[src/hdl/fpa_pkg.sv]
package fpa_pkg;
  localparam int CLK_MHZ = 100;
  // ---------------------------------------------------------------
  // Own register map (AXI4-Lite byte offsets)
  // ---------------------------------------------------------------
  localparam logic [7:0] OFS_CTRL = 8'h00;
  localparam logic [7:0] OFS_PARAM = 8'h04;
  localparam logic [7:0] OFS_RESULT = 8'h08;
  localparam logic [7:0] OFS_STATUS = 8'h0C;
  localparam int CTRL_START = 0;
  localparam int CTRL_SET = 1;
  localparam int CTRL_FA_LSB = 8;
  localparam int ST_ACTIVE = 0;
  localparam int ST_DONE = 1;
  localparam int ST_REFUSED = 2;
  localparam int ST_SPEED_LSB = 8;
  localparam int ST_ARRAY_LSB = 16;
  localparam logic [1:0] RESP_OKAY = 2'b00;
  localparam logic [1:0] RESP_SLVERR = 2'b10;
  // ---------------------------------------------------------------
  // Device command codes, feature addresses, field masks
  // ---------------------------------------------------------------
  localparam logic [7:0] CMD_SET_FEAT = 8'hEF;
  localparam logic [7:0] CMD_GET_FEAT = 8'hEE;
  localparam logic [7:0] FA_SPEED = 8'h01;
  localparam logic [7:0] FA_DRIVE = 8'h80;
  localparam logic [7:0] FA_RB_PULL = 8'h81;
  localparam logic [7:0] FA_ARRAY = 8'h90;
  localparam logic [7:0] MASK_SPEED = 8'h07;
  localparam logic [7:0] MASK_STRENGTH = 8'h03;
  localparam logic [7:0] MASK_ARRAY = 8'h1B;
  localparam logic [7:0] RESET_SPEED = 8'h00;
  localparam logic [7:0] RESET_ARRAY = 8'h00;
  // ---------------------------------------------------------------
  // Pin timing
  // ---------------------------------------------------------------
  localparam int WE_LO_NS = 25;
  localparam int WE_HI_NS = 15;
  localparam int RE_LO_NS = 60;
  localparam int RE_HI_NS = 20;
  localparam int ADDRESS_TO_DATA_DELAY_NS = 70;
  localparam int WB_NS = 100;
  localparam int WE_LO = (WE_LO_NS * CLK_MHZ + 999) / 1000;
  localparam int WE_HI = (WE_HI_NS * CLK_MHZ + 999) / 1000;
  localparam int RE_LO = (RE_LO_NS * CLK_MHZ + 999) / 1000;
  localparam int RE_HI = (RE_HI_NS * CLK_MHZ + 999) / 1000;
  localparam int ADL_CYC = (ADDRESS_TO_DATA_DELAY_NS * CLK_MHZ + 999) / 1000;
  localparam int WB_CYC = (WB_NS * CLK_MHZ + 999) / 1000;
  typedef enum logic [2:0] {
    FPA_IDLE = 3'b000,
    FPA_CMD = 3'b001,
    FPA_ADDR = 3'b010,
    FPA_ADL = 3'b011,
    FPA_WR = 3'b100,
    FPA_WB = 3'b101,
    FPA_BUSY = 3'b110,
    FPA_RD = 3'b111
  } fpa_state_e;
endpackage

[src/hdl/fpa_host.sv]
// How it works
// - One feature address byte per command; four parameter bytes follow it.
// - Host waits the address-to-data delay before the first parameter byte.
// - Host polls ready pin, never status, so no read-mode reissue needed.
// - Host never issues the enhanced status command.
// - Four parameter bytes read back in order, first byte first.
// - Software picks the timing mode matching host strobe speed.
//
// Added by the designer: the AXI4-Lite interface to the registers.
`timescale 1ns/1ps
`default_nettype none
module fpa_host
  import fpa_pkg::*;
(
  // Clock and reset
  input wire logic aclk,
  input wire logic aresetn,
  // AXI4-Lite write
  input wire logic [7:0] s_axi_awaddr,
  input wire logic s_axi_awvalid,
  output logic s_axi_awready,
  input wire logic [31:0] s_axi_wdata,
  input wire logic [3:0] s_axi_wstrb,
  input wire logic s_axi_wvalid,
  output logic s_axi_wready,
  output logic [1:0] s_axi_bresp,
  output logic s_axi_bvalid,
  input wire logic s_axi_bready,
  // AXI4-Lite read
  input wire logic [7:0] s_axi_araddr,
  input wire logic s_axi_arvalid,
  output logic s_axi_arready,
  output logic [31:0] s_axi_rdata,
  output logic [1:0] s_axi_rresp,
  output logic s_axi_rvalid,
  input wire logic s_axi_rready,
  // Flash pins
  output logic chip_enable_n,
  output logic cmd_latch,
  output logic addr_latch,
  output logic write_strobe_n,
  output logic read_strobe_n,
  output logic [7:0] io_out,
  output logic io_oe,
  input wire logic [7:0] io_in,
  input wire logic ready_busy_n
);
  import fpa_pkg::*;

  fpa_state_e st;
  logic [7:0] cnt;
  logic [1:0] idx;
  logic set_op;
  logic [7:0] fa;
  logic [7:0] p1;
  logic [31:0] result;
  logic done;
  logic refused;
  logic [7:0] interface_speed_select;
  logic [7:0] array_behaviour_select;
  logic [7:0] io_m, io_s;
  logic rb_m, rb_s;
  logic aw_hs, ar_hs, start_wr;
  logic fa_valid;
  logic [7:0] p1_sent;
  logic wr_end, rd_end;

  // ---------------------------------------------------------------
  // Pin synchronisers
  // ---------------------------------------------------------------
  always_ff @(posedge aclk) begin
    io_m <= io_in;
    io_s <= io_m;
    rb_m <= ready_busy_n;
    rb_s <= rb_m;
  end

  // ---------------------------------------------------------------
  // Feature decode and parameter shaping
  // ---------------------------------------------------------------
  // address decode
  assign fa_valid = (fa == FA_SPEED) || (fa == FA_DRIVE) || (fa == FA_RB_PULL) ||
    (fa == FA_ARRAY);
  always_comb begin
    case (fa)
      FA_SPEED: p1_sent = p1 & MASK_SPEED;
      FA_DRIVE, FA_RB_PULL: p1_sent = p1 & MASK_STRENGTH;
      FA_ARRAY: p1_sent = p1 & MASK_ARRAY;
      default: p1_sent = 8'h00;
    endcase
  end

  // ---------------------------------------------------------------
  // AXI4-Lite slave
  // ---------------------------------------------------------------
  assign aw_hs = s_axi_awvalid && s_axi_wvalid && !s_axi_bvalid;
  assign s_axi_awready = aw_hs;
  assign s_axi_wready = aw_hs;
  assign ar_hs = s_axi_arvalid && !s_axi_rvalid;
  assign s_axi_arready = !s_axi_rvalid;
  assign start_wr = aw_hs && (s_axi_awaddr == OFS_CTRL) && s_axi_wstrb[0] &&
    s_axi_wdata[CTRL_START];

  always_ff @(posedge aclk) begin
    if (!aresetn) begin
      s_axi_bvalid <= 1'b0;
      s_axi_bresp <= RESP_OKAY;
    end else if (aw_hs) begin
      s_axi_bvalid <= 1'b1;
      s_axi_bresp <= (s_axi_awaddr == OFS_CTRL || s_axi_awaddr == OFS_PARAM) ?
        RESP_OKAY : RESP_SLVERR;
    end else if (s_axi_bready) begin
      s_axi_bvalid <= 1'b0;
    end
  end

  always_ff @(posedge aclk) begin
    if (!aresetn) begin
      s_axi_rvalid <= 1'b0;
      s_axi_rdata <= 32'h0000_0000;
      s_axi_rresp <= RESP_OKAY;
    end else if (ar_hs) begin
      s_axi_rvalid <= 1'b1;
      s_axi_rresp <= RESP_OKAY;
      case (s_axi_araddr)
        OFS_CTRL: s_axi_rdata <= {16'h0000, fa, 6'h00, set_op, 1'b0};
        OFS_PARAM: s_axi_rdata <= {24'h000000, p1};
        OFS_RESULT: s_axi_rdata <= result;
        OFS_STATUS: s_axi_rdata <= {8'h00, array_behaviour_select,
          interface_speed_select, 5'h00, refused, done, st != FPA_IDLE};
        default: begin
          s_axi_rdata <= 32'h0000_0000;
          s_axi_rresp <= RESP_SLVERR;
        end
      endcase
    end else if (s_axi_rready) begin
      s_axi_rvalid <= 1'b0;
    end
  end

  // Request fields frozen while a transfer runs
  always_ff @(posedge aclk) begin
    if (!aresetn) begin
      fa <= 8'h00;
      set_op <= 1'b0;
      p1 <= 8'h00;
    end else if (aw_hs && st == FPA_IDLE) begin
      if (s_axi_awaddr == OFS_CTRL) begin
        if (s_axi_wstrb[0])
          set_op <= s_axi_wdata[CTRL_SET];
        if (s_axi_wstrb[1])
          fa <= s_axi_wdata[CTRL_FA_LSB +: 8];
      end
      if (s_axi_awaddr == OFS_PARAM && s_axi_wstrb[0])
        p1 <= s_axi_wdata[7:0];
    end
  end

  // ---------------------------------------------------------------
  // Sequencer
  // ---------------------------------------------------------------
  logic start_pend;
  assign wr_end = (cnt == 8'(WE_LO + WE_HI - 1));
  assign rd_end = (cnt == 8'(RE_LO + RE_HI - 1));

  always_ff @(posedge aclk) begin
    if (!aresetn)
      start_pend <= 1'b0;
    else
      start_pend <= start_wr && st == FPA_IDLE;
  end

  always_ff @(posedge aclk) begin
    if (!aresetn) begin
      st <= FPA_IDLE;
      cnt <= 8'h00;
      idx <= 2'b00;
    end else begin
      cnt <= cnt + 8'h01;
      case (st)
        FPA_IDLE: begin
          cnt <= 8'h00;
          idx <= 2'b00;
          if (start_pend && fa_valid && rb_s)
            st <= FPA_CMD;
        end
        FPA_CMD: if (wr_end) begin
          st <= FPA_ADDR;
          cnt <= 8'h00;
        end
        FPA_ADDR: if (wr_end) begin
          st <= set_op ? FPA_ADL : FPA_WB;
          cnt <= 8'h00;
        end
        FPA_ADL: if (cnt == 8'(ADL_CYC - 1)) begin
          st <= FPA_WR;
          cnt <= 8'h00;
        end
        FPA_WR: if (wr_end) begin
          cnt <= 8'h00;
          idx <= idx + 2'b01;
          if (idx == 2'b11)
            st <= FPA_WB;
        end
        FPA_WB: if (cnt == 8'(WB_CYC - 1))
          st <= FPA_BUSY;
        FPA_BUSY: begin
          cnt <= 8'h00;
          idx <= 2'b00;
          if (rb_s)
            st <= set_op ? FPA_IDLE : FPA_RD;
        end
        FPA_RD: if (rd_end) begin
          cnt <= 8'h00;
          idx <= idx + 2'b01;
          if (idx == 2'b11)
            st <= FPA_IDLE;
        end
        default: st <= FPA_IDLE;
      endcase
    end
  end

  // Sample late in the low phase; synchroniser adds two cycles
  always_ff @(posedge aclk) begin
    if (!aresetn)
      result <= 32'h0000_0000;
    else if (st == FPA_RD && cnt == 8'(RE_LO))
      result[idx*8 +: 8] <= io_s;
  end

  // ---------------------------------------------------------------
  // Status and shadows
  // ---------------------------------------------------------------
  logic finish;
  assign finish = (st == FPA_BUSY && rb_s && set_op) ||
    (st == FPA_RD && rd_end && idx == 2'b11);

  always_ff @(posedge aclk) begin
    if (!aresetn) begin
      done <= 1'b0;
      refused <= 1'b0;
    end else if (finish) begin
      done <= 1'b1;
    end else if (start_pend && st == FPA_IDLE) begin
      done <= 1'b0;
      refused <= !(fa_valid && rb_s);
    end
  end

  always_ff @(posedge aclk) begin
    if (!aresetn) begin
      interface_speed_select <= RESET_SPEED;
      array_behaviour_select <= RESET_ARRAY;
    end else if (finish) begin
      if (fa == FA_SPEED)
        interface_speed_select <= set_op ? p1_sent : result[7:0];
      if (fa == FA_ARRAY)
        array_behaviour_select <= set_op ? p1_sent : result[7:0];
    end
  end

  // ---------------------------------------------------------------
  // Registered pin drive
  // ---------------------------------------------------------------
  logic wr_phase;
  assign wr_phase = (st == FPA_CMD) || (st == FPA_ADDR) || (st == FPA_WR);

  always_ff @(posedge aclk) begin
    if (!aresetn) begin
      chip_enable_n <= 1'b1;
      cmd_latch <= 1'b0;
      addr_latch <= 1'b0;
      write_strobe_n <= 1'b1;
      read_strobe_n <= 1'b1;
      io_oe <= 1'b0;
      io_out <= 8'h00;
    end else begin
      chip_enable_n <= (st == FPA_IDLE);
      cmd_latch <= (st == FPA_CMD);
      addr_latch <= (st == FPA_ADDR);
      write_strobe_n <= !(wr_phase && cnt < 8'(WE_LO));
      read_strobe_n <= !(st == FPA_RD && cnt < 8'(RE_LO));
      io_oe <= wr_phase;
      // only EFh or EEh ever driven as command
      if (st == FPA_CMD)
        io_out <= set_op ? CMD_SET_FEAT : CMD_GET_FEAT;
      else if (st == FPA_ADDR)
        io_out <= fa;
      else if (st == FPA_WR)
        io_out <= (idx == 2'b00) ? p1_sent : 8'h00;
      else
        io_out <= 8'h00;
    end
  end
endmodule // fpa_host
`default_nettype wire

[config.mk]
export PLATFORM = sky130hd
export DESIGN_NAME = fpa_host
export DESIGN_NICKNAME = d
export VERILOG_FILES = /design/src/hdl/fpa_pkg.sv /design/src/hdl/fpa_host.sv
export SDC_FILE = /design/constraint.sdc
export NUM_CORES = 1
export LEC_CHECK = 0
export ABC_AREA = 1
export BUFFER_PORTS_ARGS = -buffer_cell sky130_fd_sc_hd__buf_2
export CAP_MARGIN = 20
export CORE_ASPECT_RATIO = 1.2
export CORE_MARGIN = 3
export CORE_UTILIZATION = 40
export CTS_CLUSTER_SIZE = 10
export DETAILED_ROUTE_END_ITERATION = 10
export PLACE_DENSITY_LB_ADDON = 0.12
export REMOVE_ABC_BUFFERS = 1
export SLEW_MARGIN = 20
export SYNTH_ARGS = -nofsm -noshare
export SYNTH_HDL_FRONTEND = slang
export SYNTH_SLANG_ARGS = --single-unit
[constraint.sdc]
create_clock -name aclk -period 3.4 [get_ports aclk]
set_clock_uncertainty 0.2 [all_clocks]
set_input_delay 0.34 -clock aclk [delete_from_list [all_inputs] [get_ports aclk]]
set_output_delay 0.34 -clock aclk [all_outputs]
set_load 0.01 [all_outputs]
==> impl_metrics.yaml <==
status:
  status: "complete, no violations"
cells_and_area:
  final_net_count: 1043
  multiInputGateArea_um2: 2870
  area_overhead_of_the_layout_relative_to_synthesis_pct: 22.9
  antennaDiodeCount: 0
  fillCellCount: 1588
  ff_latch_area_um2: 2980
  post_route_cells_drive_above_1_share_pct: 18.9
timing:
  final_min_period_over_clock_period_pct: 64.3
  final-max-slew-violation-count: 0
  setup-violations-final: 0
  grt_setup_unrepaired: "false"
  worst_slew_margin_rel_pct: 44.3
  achievable-frequency_mhz: 458
  worst_slew_pin_slew_ps: 834
  min_period_ps: 2190
  timing.setup.tns_ps: 0
  timing.final.hold_violations: 0
grt:
  globalRoute.totalOverflow: 0
  grt_pass1_wl_mm: 26.6
  grt_pass1_vias: 5347
  grtUsageTotal_pct: 18.7
  pin_count_of_the_biggest_net_entering_global_routing: 54
  grt_antenna_before_repair: 0
die:
  boundary_pins: 123
  die_area_um2: 17700
  number_of_standard_cell_rows_in_the_floorplan: 50
  die_height_um: 145
  die_x_um: 122
  effective_utilization_at_floorplan_pct: 41.1
  fp.coreArea_um2: 15700
synth:
  ys_warn_count: 0
  yosysUniqueCellTypes: 48
  synthesis.instances: 849
  synth_seq_cells: 149
  syn-cell-area_um2: 6460
  yosysSeqAreaShare_pct: 46.2
  syn_area_per_cell_um2: 7.60
clock_tree:
  cts.sinks: 149
  cts.reportedPaths.clkPinSlew_ps: 60
  cts.hold.buffers_added: 26
  post_cts.resized_instances: 0
  post_cts_buffers: 0
  cts_made_buffers: 17
  cts.htree.levels: 4
  clock_tree_from_tritoncts: "yes"
  root_driver: "clkbuf_16"
  clk-insertion-delay-late_ps: 430
  ctsLongestPathBuffers: 2
worst_setup_path:
  worstPathMaxFanout: 13
  start_kind: "flop"
  setup.worst_path.end_class: "flop"
  crit_path_category: "reg -> reg"
  worst_ep_arrival_time_ps: 2350
  crit_required_ps: 3570
detailed_routing:
  aggregate_routed_wire_length_mm: 16.0
  drt_first_pass_iters: 5
  wl_per_cell_um: 13.5
  detailed_route_via_count: 5593
  drtAntennaViolNets: 0
  first_iter_violations: 298
  post_drt_via_cell_ratio: 4.72
  remaining_drc_errors: 0
placed_design:
  numPortBuffers: 102
  dp_hpwl_mm: 11.3
  gp_congestion: 0.802
power:
  vdd.ir_drop.worst_uv: 352
  p_leak_nw: 3.44
  pwr_density_cell_nw_per_um2: 560
  power.total_mw: 4.44
job:
  maxCapViolations: 0
min_path:
  worstHoldPathType: "in -> reg"
[worst max-delay path, stage by stage (launching register included)]
cell and delay (ps):
dfxtp_1 600, inv_1 260, nor2_1 220, nand3_1 120, nand2_2 140, nand2_2 180, inv_1 160, nor2_1 50
nor2_1 70, o21ai_1 70, inv_1 50
[state kept, by name (all words and copies together) (netlist names), 2 cells and up]
name	count
result	32
s_axi_rdata	32
array_behaviour_select	8
cnt	8
fa	8
interface_speed_select	8
io_m	8
io_out	8
io_s	8
p1	8
st	3
idx	2
[where the power goes]
| part | switching (mW) | internal [mW] |
|---|---|---|
| logic | 0.418 | 0.202 |
| clock network | 0.763 | 1.18 |
| registers | 0.0587 | 1.82 |
| total | 1.24 | 3.20 |
[Yosys cell counts, drive strengths merged]
master | n | area (um^2)
nor4 | 1 | 21.3
nor3 | 5 | 41.3
o211a | 1 | 10.0
clkinv | 2 | 7.51
o22ai | 10 | 62.6
conb | 1 | 3.75
dfxtp | 149 | 2980
clkbuf | 19 | 81.3
nor2 | 97 | 425
xor2 | 2 | 17.5
nand2 | 182 | 711
o21ai | 51 | 255
o21a | 1 | 7.51
nand3 | 66 | 378
or2 | 1 | 8.76
nor4b | 1 | 23.8
buf | 20 | 140
nand4 | 18 | 113
xnor2 | 1 | 8.76
ha | 10 | 125
o31ai | 1 | 7.51
inv | 100 | 380
a31oi | 5 | 31.3
a211oi | 7 | 82.6
o211ai | 8 | 60.1
and2 | 1 | 6.26
o21bai | 2 | 15.0
a21oi | 85 | 429
nor3b | 2 | 20.0
[through the flow]
| step | cells | area [um^2] | hold slack [ps] | utilization (%) | setup slack [ps] |
|---|---|---|---|---|---|
| 2_1_floorplan | 811 | 6240 | 110 | - | 956 |
| 3_3_place_gp | 1128 | 7060 | 112 | 45.0 | 1230 |
| 3_5_place_dp | 1128 | 7060 | 112 | 45.0 | 1240 |
| 4_1_cts | 1186 | 7930 | 19.8 | 50.5 | 1210 |
| 5_1_grt | 1186 | 7930 | 35.8 | 50.5 | 991 |
| 6_report | 1186 | 7930 | 26.8 | 50.5 | 1210 |
[cell families after synthesis]
logic type / after synthesis / share of synthesized area, %
and+or+nand+nor: 374 / 27.1
AOI/OAI and AO/OA: 171 / 14.9
DFF: 149 / 46.2
buffers and inverters: 141 / 9.44
adders and majority gates: 10 / 1.94
xor gates and xnor gates: 3 / 0.407
other: 1 / 0.0581
[worst paths after layout]
kind | start | to | slack (ps) | cells past startpoint
max | set_op | interface_speed_select[1] | 1210 | 10
min | s_axi_wstrb[0] | set_op | 30 | 3
max reg2reg | set_op | interface_speed_select[1] | 1210 | 10
min reg2reg | io_m[0] | io_s[0] | 120 | 0
[layer usage]
layer / routed length [um] / track usage, %
met4: 219 / 5.04
met1: 7720 / 24.5
met3: 623 / 4.05
met2: 7480 / 31.0
met5: 0 / 0
[cell type report]
class | instances | share of cell area (%)
Timing Repair Buffer | 135 | 10.4
Sequential cell | 149 | 37.6
Tap cell | 208 | 3.28
Clock inverter | 14 | 2.18
Inverter | 102 | 4.89
Clock buffer | 18 | 5.54
Multi-Input combinational cell | 560 | 36.1
[cells in the final DEF, fill, tap and decap left out, types with 3 or more instances in the layout]
cell           instances
o22ai_1               10
bufinv_16              3
nor2_1                86
nor2_4                 4
nand4_1               18
nand3_4                3
o21ai_1                7
o21ai_0               44
buf_2                102
buf_4                  7
nor2_2                 6
inv_2                  4
dfxtp_1              149
inv_6                  4
nand2_1              173
a21oi_1               84
nand3_1               61
dlygate4sd3_1         26
o211ai_1               8
a211oi_2               6
a31oi_1                5
nand2_2                8
inv_1                 95
ha_1                  10
clkbuf_16             17
nor3_1                 3
clkinvlp_4             5
Note: power is estimated with default switching activity, not from simulation.
